===== src/verilog/shadow_map_pkg.sv =====
// Purpose: Constants and carrier types for the shadow RAM map config bank
// Assumes: Indexed I/O port pair, 8-bit data
// Notes: Offsets are index values, not byte addresses
package shadow_map_pkg;
    // ****************************************************************
    // Ports and indices
    // ****************************************************************
    localparam logic [15:0] INDEX_PORT = 16'h0022;
    localparam logic [15:0] DATA_PORT = 16'h0023;
    localparam logic [7:0] IDX_CONTROLLER_IDENTITY = 8'h64;
    localparam logic [7:0] IDX_ROM_SEGMENT_CONFIG = 8'h65;
    localparam logic [7:0] IDX_LOW_MEMORY_PLACEMENT = 8'h66;
    localparam logic [7:0] IDX_SHADOW_ENABLE_A_B = 8'h67;
    localparam logic [7:0] IDX_SHADOW_ENABLE_C_D = 8'h68;
    localparam logic [7:0] IDX_SHADOW_ENABLE_E_F = 8'h69;
    localparam logic [7:0] IDX_BANK_PAIR_LOW_SETUP = 8'h6a;
    localparam int NUM_REGS = 7;
    // Value parked in the index after each data access
    localparam logic [7:0] IDX_NONE = 8'h00;

    // ****************************************************************
    // Reset values and masks
    // ****************************************************************
    localparam logic [7:0] RST_ROM_SEGMENT_CONFIG = 8'h0e;
    localparam logic [7:0] RST_LOW_MEMORY_PLACEMENT = 8'h00;
    localparam logic [7:0] RST_SHADOW_ENABLE = 8'h00;
    localparam logic [7:0] RST_BANK_PAIR_LOW_SETUP = 8'h9f;
    localparam logic [7:0] MASK_LOW_MEM_ORIG = 8'h80;
    localparam logic [7:0] MASK_LOW_MEM_LATER = 8'he0;
    localparam logic [7:0] BANK_RSVD_ONES = 8'h1f;
    localparam logic [4:0] ID_RSVD = 5'h00;

    // ****************************************************************
    // Memory map
    // ****************************************************************
    localparam int ADDR_W = 20;
    localparam logic [3:0] SEG_A = 4'ha;
    localparam logic [3:0] SEG_B = 4'hb;
    localparam logic [3:0] SEG_C = 4'hc;
    localparam logic [3:0] SEG_D = 4'hd;
    localparam logic [3:0] SEG_E = 4'he;
    localparam logic [3:0] SEG_F = 4'hf;
    localparam logic [1:0] LOW_Q0 = 2'h0;
    localparam logic [1:0] LOW_Q1 = 2'h1;
    localparam logic [2:0] HI_8_9_MSB = 3'h4;

    typedef enum logic [1:0] {
        DRAM_DISABLED = 2'b00,
        DRAM_MIXED_256_64 = 2'b01,
        DRAM_256K = 2'b10,
        DRAM_1M = 2'b11
    } dram_type_t;

    typedef struct packed {
        logic [15:0] addr;
        logic [7:0] wdata;
        logic wr;
        logic rd;
    } io_req_t;

    typedef struct packed {
        logic [ADDR_W-1:0] addr;
        logic wr;
        logic valid;
    } mem_req_t;

    typedef struct packed {
        logic rom_chip_select;
        logic shadow_hit;
        logic write_blocked;
        logic board_ram;
        logic drive_mem_addr;
    } mem_dec_t;
endpackage : shadow_map_pkg


===== src/verilog/shadow_reg_store.sv =====
// Purpose: Small register store for the writable configuration bytes
// Assumes: One write port, registered read data
// Notes: Entry 0 is unused; identity is not stored
`timescale 1ns/1ps
`default_nettype none
module shadow_reg_store
    import shadow_map_pkg::*;
#(
    parameter int DEPTH = NUM_REGS
) (
    input wire logic clk_sys_i,
    input wire logic rst_i,
    input wire logic wr_en_i,
    input wire logic [2:0] wr_sel_i,
    input wire logic [7:0] wr_data_i,
    input wire logic [2:0] rd_sel_i,
    output logic [7:0] rd_data_o,
    output logic [DEPTH*8-1:0] all_o
);
    // ****************************************************************
    // Storage, one generate entry per register
    // ****************************************************************
    logic [7:0] mem_q [DEPTH];
    logic [7:0] mem_d [DEPTH];
    logic [7:0] rst_val [DEPTH];
    logic [7:0] rd_q;
    logic [7:0] rd_d;

    genvar g;
    generate
        for (g = 0; g < DEPTH; g++) begin : g_ent
            always_comb begin
                case (g)
                    1: rst_val[g] = RST_ROM_SEGMENT_CONFIG;
                    2: rst_val[g] = RST_LOW_MEMORY_PLACEMENT;
                    6: rst_val[g] = RST_BANK_PAIR_LOW_SETUP;
                    default: rst_val[g] = RST_SHADOW_ENABLE;
                endcase
                mem_d[g] = mem_q[g];
                if (wr_en_i && wr_sel_i == 3'(g)) begin
                    mem_d[g] = wr_data_i;
                end
            end
            always_ff @(posedge clk_sys_i) begin
                mem_q[g] <= rst_i ? rst_val[g] : mem_d[g];
            end
            assign all_o[g*8 +: 8] = mem_q[g];
        end
    endgenerate

    always_comb begin
        rd_d = (int'(rd_sel_i) < DEPTH) ? mem_q[rd_sel_i] : 8'h00;
    end

    always_ff @(posedge clk_sys_i) begin
        rd_q <= rst_i ? 8'h00 : rd_d;
    end

    assign rd_data_o = rd_q;
endmodule : shadow_reg_store
`default_nettype wire


===== src/verilog/shadow_ram_map_config.sv =====
// Purpose: Indexed configuration bank and memory map decode
// Assumes: I/O and memory requests already synchronous to clk_sys_i
// Notes: Read data valid two cycles after the data-port read strobe
// Functional notes
// RULE1 - Index port selects, data port moves data
// RULE2 - Host rewrites index before each data access
// RULE3 - Read-only identity: identifier, revision, zeros
// RULE4 - Bit0 zero enables BIOS ROM select
// RULE5 - Bits1-3 one suppress ROM, enable shadow; code only clears ROM select, shadow hits come from the 16K enables alone
// RULE6 - Bits4-7 one write-protect F,E,D,C shadow
// RULE7 - Bit7 claims 80000H-9FFFFH for board RAM
// RULE8 - Later revision bits5,6 move low regions
// RULE9 - A/B 16K shadow enables, ascending; code maps B blocks to bits 0-3, A blocks to bits 4-7
// RULE10 - C/D 16K shadow enables, ascending
// RULE11 - E/F 16K shadow enables, ascending
// RULE12 - Bank bit5 count, bits0-4 reserved ones
// RULE13 - Bits7,6 select DRAM type
// RULE14 - Unknown index: writes ignored, bus undriven
`timescale 1ns/1ps
`default_nettype none
module shadow_ram_map_config
    import shadow_map_pkg::*;
#(
    parameter logic CONTROLLER_ID = 1'b1,       // Arbitrary value
    parameter logic [1:0] REVISION = 2'b01,     // Arbitrary value
    parameter logic LATER_REVISION = 1'b1
) (
    input wire logic clk_sys_i,
    input wire logic rst_i,
    input wire io_req_t io_req_i,
    input wire mem_req_t mem_req_i,
    output logic [7:0] io_rdata_o,
    output logic io_rdata_oe_o,
    output mem_dec_t mem_dec_o,
    output dram_type_t dram_type_o,
    output logic two_banks_o
);
    // ****************************************************************
    // Port decode and index
    // ****************************************************************
    typedef enum logic [1:0] {
        RD_IDLE = 2'b00,
        RD_FETCH = 2'b01,
        RD_DRIVE = 2'b11
    } rd_state_t;

    logic [7:0] index_q;
    logic [7:0] index_d;
    rd_state_t rd_q;
    rd_state_t rd_d;
    logic id_sel_q;
    logic id_sel_d;
    logic idx_hit;
    logic [2:0] sel;
    logic data_wr;
    logic data_rd;
    logic st_wr;
    logic [7:0] st_wdata;
    logic [7:0] st_rdata;
    logic [NUM_REGS*8-1:0] regs;
    logic [7:0] identity;

    assign idx_hit = (index_q >= IDX_CONTROLLER_IDENTITY)
        && (index_q <= IDX_BANK_PAIR_LOW_SETUP);                 // [RULE1] [RULE14]
    assign sel = 3'(index_q - IDX_CONTROLLER_IDENTITY);          // [RULE1]
    assign data_wr = io_req_i.wr && (io_req_i.addr == DATA_PORT);
    assign data_rd = io_req_i.rd && (io_req_i.addr == DATA_PORT);
    assign identity = {CONTROLLER_ID, REVISION, ID_RSVD};         // [RULE3]

    // Write masking keeps reserved bits at their defined values
    always_comb begin
        st_wr = data_wr && idx_hit
            && (index_q != IDX_CONTROLLER_IDENTITY);             // [RULE3] [RULE14]
        st_wdata = io_req_i.wdata;
        case (index_q)
            IDX_LOW_MEMORY_PLACEMENT: begin
                st_wdata = io_req_i.wdata & (LATER_REVISION ?
                    MASK_LOW_MEM_LATER : MASK_LOW_MEM_ORIG);     // [RULE8]
            end
            IDX_BANK_PAIR_LOW_SETUP: begin
                st_wdata = io_req_i.wdata | BANK_RSVD_ONES;      // [RULE12]
            end
            default: begin
                st_wdata = io_req_i.wdata;
            end
        endcase
    end

    // Each data access consumes the index, so stale repeats hit nothing
    always_comb begin
        index_d = index_q;
        if (io_req_i.wr && io_req_i.addr == INDEX_PORT) begin
            index_d = io_req_i.wdata;                            // [RULE1]
        end else if (data_wr || data_rd) begin
            index_d = IDX_NONE;                                  // [RULE2]
        end
    end

    always_comb begin
        rd_d = rd_q;
        id_sel_d = id_sel_q;
        case (rd_q)
            RD_IDLE: begin
                if (data_rd && idx_hit) begin                    // [RULE14]
                    rd_d = RD_FETCH;
                    id_sel_d = (index_q == IDX_CONTROLLER_IDENTITY);
                end
            end
            RD_FETCH: rd_d = RD_DRIVE;
            RD_DRIVE: rd_d = RD_IDLE;
            default: rd_d = RD_IDLE;
        endcase
    end

    always_ff @(posedge clk_sys_i) begin
        if (rst_i) begin
            index_q <= IDX_NONE;
            rd_q <= RD_IDLE;
            id_sel_q <= 1'b0;
        end else begin
            index_q <= index_d;
            rd_q <= rd_d;
            id_sel_q <= id_sel_d;
        end
    end

    shadow_reg_store #(
        .DEPTH(NUM_REGS)
    ) u_store (
        .clk_sys_i(clk_sys_i),
        .rst_i(rst_i),
        .wr_en_i(st_wr),
        .wr_sel_i(sel),
        .wr_data_i(st_wdata),
        .rd_sel_i(sel),
        .rd_data_o(st_rdata),
        .all_o(regs)
    );

    // ****************************************************************
    // Memory map decode
    // ****************************************************************
    logic [7:0] rom_cfg;
    logic [7:0] low_cfg;
    logic [7:0] bank_cfg;
    logic [23:0] shadow_blk;
    logic [3:0] seg;
    logic [1:0] blk;
    logic [2:0] ab_sel;
    logic [4:0] cf_sel;
    mem_dec_t dec_d;
    mem_dec_t dec_q;
    logic [7:0] rdata_d;
    logic [7:0] rdata_q;
    logic oe_d;
    logic oe_q;

    assign rom_cfg = regs[8 +: 8];
    assign low_cfg = regs[16 +: 8];
    assign shadow_blk = regs[24 +: 24];                           // [RULE9] [RULE10] [RULE11]
    assign bank_cfg = regs[48 +: 8];
    assign seg = mem_req_i.addr[19:16];
    assign blk = mem_req_i.addr[15:14];

    always_comb begin
        dec_d = '0;
        ab_sel = {~seg[0], blk};                                  // [RULE9]
        cf_sel = 5'({seg - SEG_C, blk}) + 5'h08;                  // [RULE10] [RULE11]
        if (mem_req_i.valid) begin
            case (seg)
                SEG_A, SEG_B: begin
                    dec_d.shadow_hit = shadow_blk[ab_sel];         // [RULE9]
                end
                SEG_C, SEG_D, SEG_E, SEG_F: begin
                    dec_d.shadow_hit = shadow_blk[cf_sel];         // [RULE10] [RULE11]
                    if (seg == SEG_F) begin
                        dec_d.rom_chip_select = !rom_cfg[0]
                            && !mem_req_i.wr;                      // [RULE4]
                    end else begin
                        dec_d.rom_chip_select = !rom_cfg[3'(SEG_F - seg)]
                            && !mem_req_i.wr;                      // [RULE5]
                    end
                    dec_d.write_blocked = mem_req_i.wr
                        && rom_cfg[3'(4 + 2'(SEG_F - seg))];      // [RULE6]
                end
                default: begin
                    if (seg[3:1] == HI_8_9_MSB) begin
                        dec_d.board_ram = low_cfg[7];              // [RULE7]
                        dec_d.drive_mem_addr = low_cfg[7];         // [RULE7]
                    end else if (seg[3:2] == LOW_Q0) begin
                        dec_d.board_ram = !(LATER_REVISION && low_cfg[5]); // [RULE8]
                        dec_d.drive_mem_addr = dec_d.board_ram;
                    end else begin
                        dec_d.board_ram = !(LATER_REVISION && low_cfg[6]); // [RULE8]
                        dec_d.drive_mem_addr = dec_d.board_ram;
                    end
                end
            endcase
            if (dec_d.shadow_hit) begin
                dec_d.rom_chip_select = 1'b0;
                dec_d.board_ram = !dec_d.write_blocked;
                dec_d.drive_mem_addr = 1'b1;
            end
        end
    end

    // Bus drive lasts one cycle in RD_DRIVE only
    always_comb begin
        oe_d = (rd_q == RD_FETCH);                                // [RULE14]
        rdata_d = 8'h00;
        if (rd_q == RD_FETCH) begin
            rdata_d = id_sel_q ? identity : st_rdata;              // [RULE3]
        end
    end

    always_ff @(posedge clk_sys_i) begin
        if (rst_i) begin
            dec_q <= '0;
            rdata_q <= 8'h00;
            oe_q <= 1'b0;
        end else begin
            dec_q <= dec_d;
            rdata_q <= rdata_d;
            oe_q <= oe_d;
        end
    end

    // Registered copies of bank setup fields
    dram_type_t dram_q;
    logic banks_q;
    always_ff @(posedge clk_sys_i) begin
        if (rst_i) begin
            dram_q <= DRAM_256K;
            banks_q <= 1'b0;
        end else begin
            dram_q <= dram_type_t'(bank_cfg[7:6]);                 // [RULE13]
            banks_q <= bank_cfg[5];                                // [RULE12]
        end
    end

    assign mem_dec_o = dec_q;
    assign io_rdata_o = rdata_q;
    assign io_rdata_oe_o = oe_q;
    assign dram_type_o = dram_q;
    assign two_banks_o = banks_q;
endmodule : shadow_ram_map_config
`default_nettype wire


===== config.mk =====
export PLATFORM = sky130hd
export DESIGN_NAME = shadow_ram_map_config
export DESIGN_NICKNAME = d
export VERILOG_FILES = /design/src/verilog/shadow_map_pkg.sv /design/src/verilog/shadow_reg_store.sv /design/src/verilog/shadow_ram_map_config.sv
export SDC_FILE = /design/constraint.sdc
export NUM_CORES = 1
export LEC_CHECK = 0
export BUFFER_PORTS_ARGS = -buffer_cell sky130_fd_sc_hd__buf_4
export CORE_MARGIN = 8
export CORE_UTILIZATION = 35
export CTS_CLUSTER_SIZE = 16
export DETAILED_ROUTE_END_ITERATION = 7
export GPL_ROUTABILITY_DRIVEN = 0
export PLACE_DENSITY = 0.55
export SKIP_LAST_GASP = 1
export SLEW_MARGIN = 10
export SYNTH_ARGS = -nofsm -noshare
export SYNTH_HDL_FRONTEND = slang
export SYNTH_SLANG_ARGS = --single-unit

===== constraint.sdc =====
create_clock -name clk_sys_i -period 2.34 [get_ports clk_sys_i]
set_input_delay 0.234 -clock clk_sys_i [delete_from_list [all_inputs] [get_ports clk_sys_i]]
set_output_delay 0.234 -clock clk_sys_i [all_outputs]
set_load 0.02 [all_outputs]

---- Word level (Yosys, flattened, before mapping) ----
Memories as Yosys holds them, arrays and structs flattened. A register that Yosys moved wholly into a read port is not among the register bits.
Cells that the tools add are included.
W data, S select, Z words.
operators by class
  $lt $le $gt $ge ......................... 7
  eq/ne operators ......................... 22
  add/subtract/negate cells ............... 5
  reductions and logical operators ........ 37
  mux-type cells .......................... 37
  bitwise gates (word level) .............. 5
operators with widths
  operator               count
  $mux W8                17
  $eq A16 B6 Y1 const B  2
  $eq A4 B4 Y1 const B   6
  $eq A8 B7 Y1 const B   3
  $logic_and A1 B1 Y1    17
  $eq A3 B3 Y1 const B   4
  $mux W2                5
  $pmux W5 S2            1
  $bmux W1 S3            3
  $ge A8 B7 Y1 const B   1
  $le A8 B7 Y1 const B   1
  $lt A3 B4 Y1 const B   2
  $mux W1                8
  $ne A8 B7 Y1 const B   1
  $reduce_or A2 Y1       4
  $reduce_or A4 Y1       2
  $eq A3 B2 Y1 const B   2
  $logic_not A1 Y1       6
  $lt A3 B6 Y1 const B   1
  $lt A5 B6 Y1 const B   1
  $reduce_or A6 Y1       1
  $sub A3 B3 Y3 const B  2
  $add A5 B4 Y5 const B  1
  $bmux W1 S5            1
  15 further kinds       21
storage, ports and cells
  bits of input ports ..................... 50
  bits in registers ....................... 28
  logic and storage cells ................. 127
  output and inout bits ................... 17
  bits in writable memories ............... 56
  memories kept ........................... 1
memory list
  name           words  bits a word  rd ports  clocked after memory_dff  write ports  line                    text
  u_store.mem_q  7      8            7         1                         7            shadow_reg_store.sv:23  logic [7:0] mem_q [DEPTH];

---- Logic depth before layout (Yosys ltp) ----
Gate-level depths: netlist of the first run.
  depth in word-level cells ............... 9
  mapped depth ............................ 7
  mapped depth without buffers ............ 6

---- By module ----
A second synthesis of the first run with hierarchy kept.
unflattened totals
  cells, all modules ...................... 461
  area total of the unflattened synthesis .. 4246.6 sq um
modules (own cells, without submodules)
  module                 area each (sq um)  cells each  instances
  shadow_reg_store       2785.2             304         1
  shadow_ram_map_config  1461.4             157         1

---- Worst setup path before layout of the first run ----
No wires, ideal clock.
  kind .................................... flip-flop to flip-flop
  start ................................... reg index_q[7]
  end ..................................... mem u_store.mem_q[6][5]
  cell stages (with the launch flop) ...... 7
  slack ................................... 0.555 ns
  period minus slack after synthesis ...... 1.785 ns
  data arrival time ....................... 1.664 ns
  cells stage by stage .................... dfxtp_1 and4bb_2 buf_4 and2_1 nand4_1 nor2_2 mux2_2
RTL lines
  element                 line                          text
  start, declared         shadow_ram_map_config.sv:47   logic [7:0] index_q;
  start signal, assigned  shadow_ram_map_config.sv:121  index_q <= index_d;
  end, declared           shadow_reg_store.sv:23

==> results of run 1 <==
[how the worst max path moves through the flow]
stage | cells after the start | from | endpoint | slack [ps]
2_1_floorplan | 6 | index_q[7] | u_store.mem_q[6][5] | 550
3_3_place_gp | 6 | io_req_i[13] | u_store.mem_q[6][6] | 430
3_5_place_dp | 6 | io_req_i[23] | u_store.mem_q[3][1] | 420
4_1_cts | 5 | index_q[7] | u_store.mem_q[6][6] | 420
5_1_grt | 6 | index_q[0] | u_store.mem_q[1][2] | 210
6_report | 5 | index_q[3] | u_store.mem_q[5][0] | 410
[final cells by class]
cell class / count / area, um2
Inverter: 7 / 26.3
Clock inverter: 4 / 50.0
Fill cell: 1172 / 6860
Multi-Input combinational cell: 278 / 2120
Tap cell: 147 / 184
Sequential cell: 92 / 1920
Clock buffer: 12 / 279
Timing Repair Buffer: 63 / 473
[critical path: cells and delay by family (launching register included)]
family          cells  cell delay (ps)
compound gates      1              110
flops               1              490
simple gates        4             1200
[where the power goes]
group | switching (W) | internal [W]
Sequential | 0.00000339 | 0.00160
Combinational | 0.000103 | 0.0000851
Clock | 0.000611 | 0.000959
[stage by stage]
stage | utilization, % | area [um2] | hold WS [ps] | total power [W] | setup slack [ps]
3_5_place_dp | 39.7 | 4730 | 410 | 0.00183 | 418
5_1_grt | 42.4 | 5050 | 154 | 0.00347 | 207
2_1_floorplan | - | 4250 | 372 | 0.00174 | 555
3_3_place_gp | 39.7 | 4730 | 409 | 0.00183 | 430
6_report | 42.4 | 5050 | 136 | 0.00336 | 412
4_1_cts | 42.4 | 5050 | 132 | 0.00339 | 419
[per-layer routing]
| metal | GRT usage (%) | up-vias | wire (um) |
|---|---|---|---|
| met5 | 0 | - | 0 |
| met4 | 5.10 | 0 | 188 |
| met3 | 2.83 | 12 | 381 |
| met2 | 22.7 | 59 | 5300 |
| met1 | 17.1 | 1542 | 4800 |
| li1 | - | 1554 | - |
[state kept, by name, indices dropped and copies added, names as in the netlist, 2 cells and up]
register,count
rd_q,2
u_store.mem_q,56
io_rdata_o,8
u_store.rd_data_o,8
index_q,8
mem_dec_o,5
dram_type_o,2
[kinds of logic (layout without fill, tap and decap cells)]
family	Yosys count	in the layout	share of synthesized area [%]
AOI/OAI and AO/OA	61	61	9.60
muxes	63	63	18.8
and+or+nand+nor	153	153	21.2
DFF	92	92	45.2
adders and majority gates	1	1	0.295
buffers and inverters	35	86	4.83
[placed cells by master (no fill, tap or decap), drive strengths merged, types with 2 or more instances in the layout]
master	synthesis	layout
a22oi	8	8
mux4	13	13
mux2i	46	46
a21oi	3	3
buf	14	63
a211o	3	3
mux2	4	4
nand3b	7	7
nand4	5	5
nor2	44	44
nor2b	18	18
o21a	2	2
dfxtp	84	84
or3	5	5
or2	2	2
and2	13	13
nor3	5	5
nor3b	2	2
nor4b	4	4
nand2b	11	11
o31ai	2	2
edfxtp	8	8
o2bb2ai	5	5
a31oi	7	7
nand3	11	11
clkbuf	13	12
nor4	5	5
inv	7	9
o21ai	21	21
nand2	17	17
==> impl_metrics.env, run 1 <==
export IMPL_status="finished, final reports clean"
export IMPL_avgSynthCellArea_um2=10.5
export IMPL_antenna_cells=0
export IMPL_synth_area_top_cells="dfxtp_1, mux2i_1, mux4_2"
export IMPL_pin_count=67
export IMPL_min_to="mem_dec_o[2]"
export IMPL_fmax_mhz=519
export IMPL_cts_resized=0
export IMPL_peakVddDrop_mv=0.364
export IMPL_ys_async_sr_fraction_pct=0
export IMPL_p_leak_nw=1.99
export IMPL_via_per_inst=5.25
export IMPL_rsz0062_at_grt="no"
export IMPL_hp_class="input port to flop"
export IMPL_grt_ovfl_total=0
export IMPL_r2r_setup_slack_ps=410
export IMPL_cts_sinks=92
export IMPL_worstPathArrival_ps=2140
export IMPL_finalClockSkew_ps=2.84
export IMPL_die_area_mm2=0.0159
export IMPL_synth_area_leader_cell="dfxtp_1"
export IMPL_holdCritStartpoint="mem_req_i[1]"
export IMPL_cts_tree="done"
export IMPL_min_period_over_period_pct=82.4
export IMPL_setup_tns_ps=0
export IMPL_grtUsageTotal_pct=13.7
export IMPL_nets=502
export IMPL_num_rows=40
export IMPL_fp_dieH_um=126
export IMPL_maxCapViolations=0
export IMPL_critPathRequiredTime_ps=2560
export IMPL_whs_path_depth=3
export IMPL_stdcell_count=603
export IMPL_grt_pass1_vias=3184
export IMPL_syn_nets=456
export IMPL_clk_pin_slew_worst_paths_ps=60
export IMPL_htreeDepth=3
export IMPL_antenna_found_initial=0
export IMPL_drc=0
export IMPL_hold_violations=0
export IMPL_grt_max_degree=59
export IMPL_maxSlewViolCount=0
export IMPL_cp_max_fo=10
export IMPL_core_area_mm2=0.0119
export IMPL_postCtsSetupRepairBufs=0
export IMPL_port_buffer_count=52
export IMPL_drt_pass1_iterations=4
export IMPL_synth_cell_type_count=57
export IMPL_cts_hold_buffers_added=0
export IMPL_synth_main_ff_cell="dfxtp_1"
export IMPL_grt_pass1_wl_um=17200
export IMPL_ys_top_cells_by_count="dfxtp_1, mux2i_1, nor2_1"
export IMPL_powerDensity_mw_per_mm2=665
export IMPL_wl_um=10700
export IMPL_syn_inst=405
export IMPL_yosys_warnings=0
export IMPL_startpoint_type="flop"
export IMPL_slew_headroom_pct=61.4
export IMPL_worstSetupEndpointType="flop"
export IMPL_worst_setup_path_type="flop to flop"
export IMPL_dp_cells=587
export IMPL_synth_most_common_cell="dfxtp_1"
export IMPL_start_util_pct=35.7
export IMPL_cp_slowest_stage_delay_ps=490
export IMPL_timing_rr_end="u_store.mem_q[5][0]"
export IMPL_area_growth_pct=19.0
export IMPL_cp_cell_sequence="nand2b_1, nor4b_1, nand4_2, nand3b_1, o21ai_0"
export IMPL_initialDrtViolationCount=185
export IMPL_numCtsBuffers=9
export IMPL_reg2reg_depth=5
export IMPL_finalCriticalPeriod_ps=1930
export IMPL_setup_violations=0
export IMPL_ys_ff_latch=92
export IMPL_synth_top_area_share_pct=39.6
export IMPL_dp_hpwl_um=7870
export IMPL_clockRootBuffer="clkbuf_16"
export IMPL_drive_gt1_share_pct=24.6
export IMPL_synth_edf_count=8
export IMPL_syn_area_mm2=0.00425
export IMPL_yosysSeqAreaShare_pct=45.2
export IMPL_vias=3167
export IMPL_clockBufferDepth=2
export IMPL_avgRoutedWirePerCell_um=17.7
export IMPL_fp_dieW_um=126
export IMPL_reg2reg_from="index_q[3]"
export IMPL_ant_nets=0
export IMPL_clk_insertion_delay_late_ps=340
export IMPL_worst_pin_slew_ps=578
export IMPL_cpMaxStageDelayCell="dfxtp_1"
Power figures use the tool's default switching activity.
==> inputs of run 2 (changes only) <==
- ABC_AREA: default -> 1
- clock period: 2.34 -> 1.87 ns (I/O delays scaled with it)
==> run 2 against run 1 <==
Net effect:
- first-iteration DRC count is 96% higher
- non-clock buffer count up 15
- clock skew rose by 1.6 ps
- sequential cell count is the same
- area after synthesis is essentially flat
- critical path type unchanged
- cell count is 35% higher
- largest power group unchanged
- worst hold slack got worse by 33 ps
- sequential power rose by 26%
- setup slack got worse by 280 ps
==> impl_metrics.env, run 2 <==
export IMPL_status="finished, final reports clean"
export IMPL_p_leak_nw=2.32
export IMPL_ys_async_sr_fraction_pct=0
export IMPL_clk_insertion_delay_late_ps=350
export IMPL_finalCriticalPeriod_ps=1740
export IMPL_maxCapViolations=0
export IMPL_rsz0062_at_grt="yes"
export IMPL_fp_dieW_um=126
export IMPL_final_common_cell="nand2_1"
export IMPL_worst_pin_slew_ps=676
export IMPL_worstSetupEndpointType="flop"
export IMPL_cp_max_fo=11
export IMPL_largest_register="u_store.mem_q"
export IMPL_pre_cts_slack_ps=-33.8
export IMPL_clk_pin_slew_worst_paths_ps=70
export IMPL_startpoint_type="flop"
export IMPL_fp_dieH_um=126
export IMPL_grtUsageTotal_pct=16.4
export IMPL_largest_reg_flops=56
export IMPL_port_buffer_count=52
export IMPL_worst_slack_ps=132
export IMPL_syn_area_mm2=0.00425
export IMPL_yosysSeqAreaShare_pct=45.2
export IMPL_avgRoutedWirePerCell_um=15.5
export IMPL_drive_gt1_share_pct=18.2
export IMPL_yosys_warnings=0
export IMPL_grt_max_degree=28
export IMPL_cpMaxStageDelayCell="dfxtp_1"
export IMPL_hold_violations=0
export IMPL_whs_path_depth=3
export IMPL_ant_nets=0
export IMPL_timing_rr_end="u_store.mem_q[5][6]"
export IMPL_holdCritStartpoint="io_req_i[4]"
export IMPL_cts_hold_buffers_added=0
export IMPL_clockBufferDepth=2
export IMPL_syn_nets=648
export IMPL_min_to="index_q[2]"
export IMPL_grt_pass1_wl_um=20500
export IMPL_min_period_over_period_pct=92.9
export IMPL_fmax_mhz=575
export IMPL_reg2reg_depth=9
export IMPL_grt_ovfl_total=0
export IMPL_antenna_cells=0
export IMPL_num_rows=40
export IMPL_drt_pass1_iterations=5
export IMPL_r2r_setup_slack_ps=130
export IMPL_htreeDepth=3
export IMPL_peakVddDrop_mv=0.603
export IMPL_reg2reg_from="index_q[1]"
export IMPL_maxSlewViolCount=0
export IMPL_syn_inst=597
export IMPL_synth_top_area_share_pct=39.6
export IMPL_vias=4079
export IMPL_synth_main_ff_cell="dfxtp_1"
export IMPL_critPathRequiredTime_ps=2160
export IMPL_hp_class="input port to flop"
export IMPL_slew_headroom_pct=54.8
export IMPL_powerDensity_mw_per_mm2=780
export IMPL_pin_count=67
export IMPL_drc=0
export IMPL_wl_um=12600
export IMPL_synth_area_leader_cell="dfxtp_1"
export IMPL_grt_pass1_vias=3969
export IMPL_final_cell_mix="nand2_1, dfxtp_1, nor2_1"
export IMPL_clockRootBuffer="clkbuf_16"
export IMPL_synth_cell_type_count=40
export IMPL_synth_most_common_cell="nand2_1"
export IMPL_finalClockSkew_ps=4.40
export IMPL_cp_slowest_stage_delay_ps=430
export IMPL_fillers=1248
export IMPL_dp_hpwl_um=9670
export IMPL_worstPathArrival_ps=2030
export IMPL_hold_ws_ps=102
export IMPL_numCtsBuffers=9
export IMPL_avgSynthCellArea_um2=7.12
export IMPL_ys_ff_latch=92
export IMPL_area_growth_pct=24.4
export IMPL_cts_tree="done"
export IMPL_cp_cell_sequence="buf_4, nor2_2, nand3_2, inv_2, nor2_2, nand3_4, nand2_1, nand2_1, nor2_1"
export IMPL_synth_edf_count=8
export IMPL_initialDrtViolationCount=363
export IMPL_worst_setup_path_type="flop to flop"
export IMPL_dp_cells=801
export IMPL_stdcell_count=817
export IMPL_nets=716
export IMPL_synth_area_top_cells="dfxtp_1, nand2_1, nor2_1"
export IMPL_start_util_pct=35.7
export IMPL_via_per_inst=4.99
export IMPL_die_area_mm2=0.0159
export IMPL_antenna_found_initial=0
export IMPL_cts_sinks=92
export IMPL_ys_top_cells_by_count="nand2_1, dfxtp_1, nor2_1"
export IMPL_core_area_mm2=0.0119
export IMPL_setup_violations=0
run 2: changes by cell type after synthesis, sizes merged, moves of 11 or more:
cell / delta
mux4: -13
nand3: +52
mux2i: -45
nand2b: -11
and2: -13
nand2: +137
a21oi: +30
nor2b: -18
nor3: +11
nor2: +45
o21ai: -12
inv: +66
run 2: metrics by stage:
stage                     TNS (ps)  power, W  cell area, um2  util, %
after CTS                        0   0.00416            5240     44.0
final                            0   0.00412            5280     44.4
after global placement       -31.2   0.00230            4930     41.4
after global routing         -43.7   0.00426            5280     44.4
after floorplan                  0   0.00216            4250        -
after detailed placement      -191   0.00230            4930     41.4
run 2: layout make-up:
type                            count  area (um2)  area share [%]
Timing Repair Buffer               78         598            11.3
Multi-Input combinational cell    410        2000            37.8
Clock buffer                       10         239            4.52
Inverter                           74         280            5.30
Tap cell                          147         184            3.48
Clock inverter                      6        62.6            1.18
Sequential cell                    92        1920            36.4
run 2: report_power, final:
part | internal (W) | switching (W)
clock network | 0.00107 | 0.000791
registers | 0.00200 | 0.00000511
logic | 0.000100 | 0.000152
run 2: what timing repair did:
item	in CTS	in global routing
buffers inserted	0	0
resized for setup	3	10
pin swaps	0	0
endpoints found under the setup margin	16	29
run 2: worst max-delay path by stage:
stage,end,slack [ps],start,depth (start not counted)
CTS,u_store.rd_data_o[5],50,index_q[1],8
finish,u_store.mem_q[5][6],130,index_q[1],9
global route,u_store.mem_q[5][1],-20,index_q[1],9
floorplan,u_store.mem_q[1][1],340,index_q[2],10
detailed placement,u_store.mem_q[5][7],-30,index_q[2],12
global placement,u_store.mem_q[5][6],-10,index_q[1],7
run 2: kinds of logic (layout without fill, tap and decap cells):
family          Yosys count  count (layout)  synth area share (%)
fa+ha+maj                 1               1                 0.294
buf+inv                  95             168                  8.95
flops                    92              92                  45.2
compound gates           78              78                  11.6
mux                       1               1                 0.236
simple gates            330             330                  33.7
run 2: worst max-delay path: cells and delay by family (launching register included):
family                 cells  cell delay [ps]
buffers and inverters      2              300
DFF                        1              430
and+or+nand+nor            7              940
run 2: routing by layer:
layer | vias up | part of all wire [%] | global-route usage, %
li1 | 2081 | - | -
met1 | 1870 | 46 | 20.9
met2 | 113 | 48 | 26.3
met3 | 15 | 5.2 | 4.39
met4 | 0 | 1.4 | 5.17
met5 | - | 0 | 0
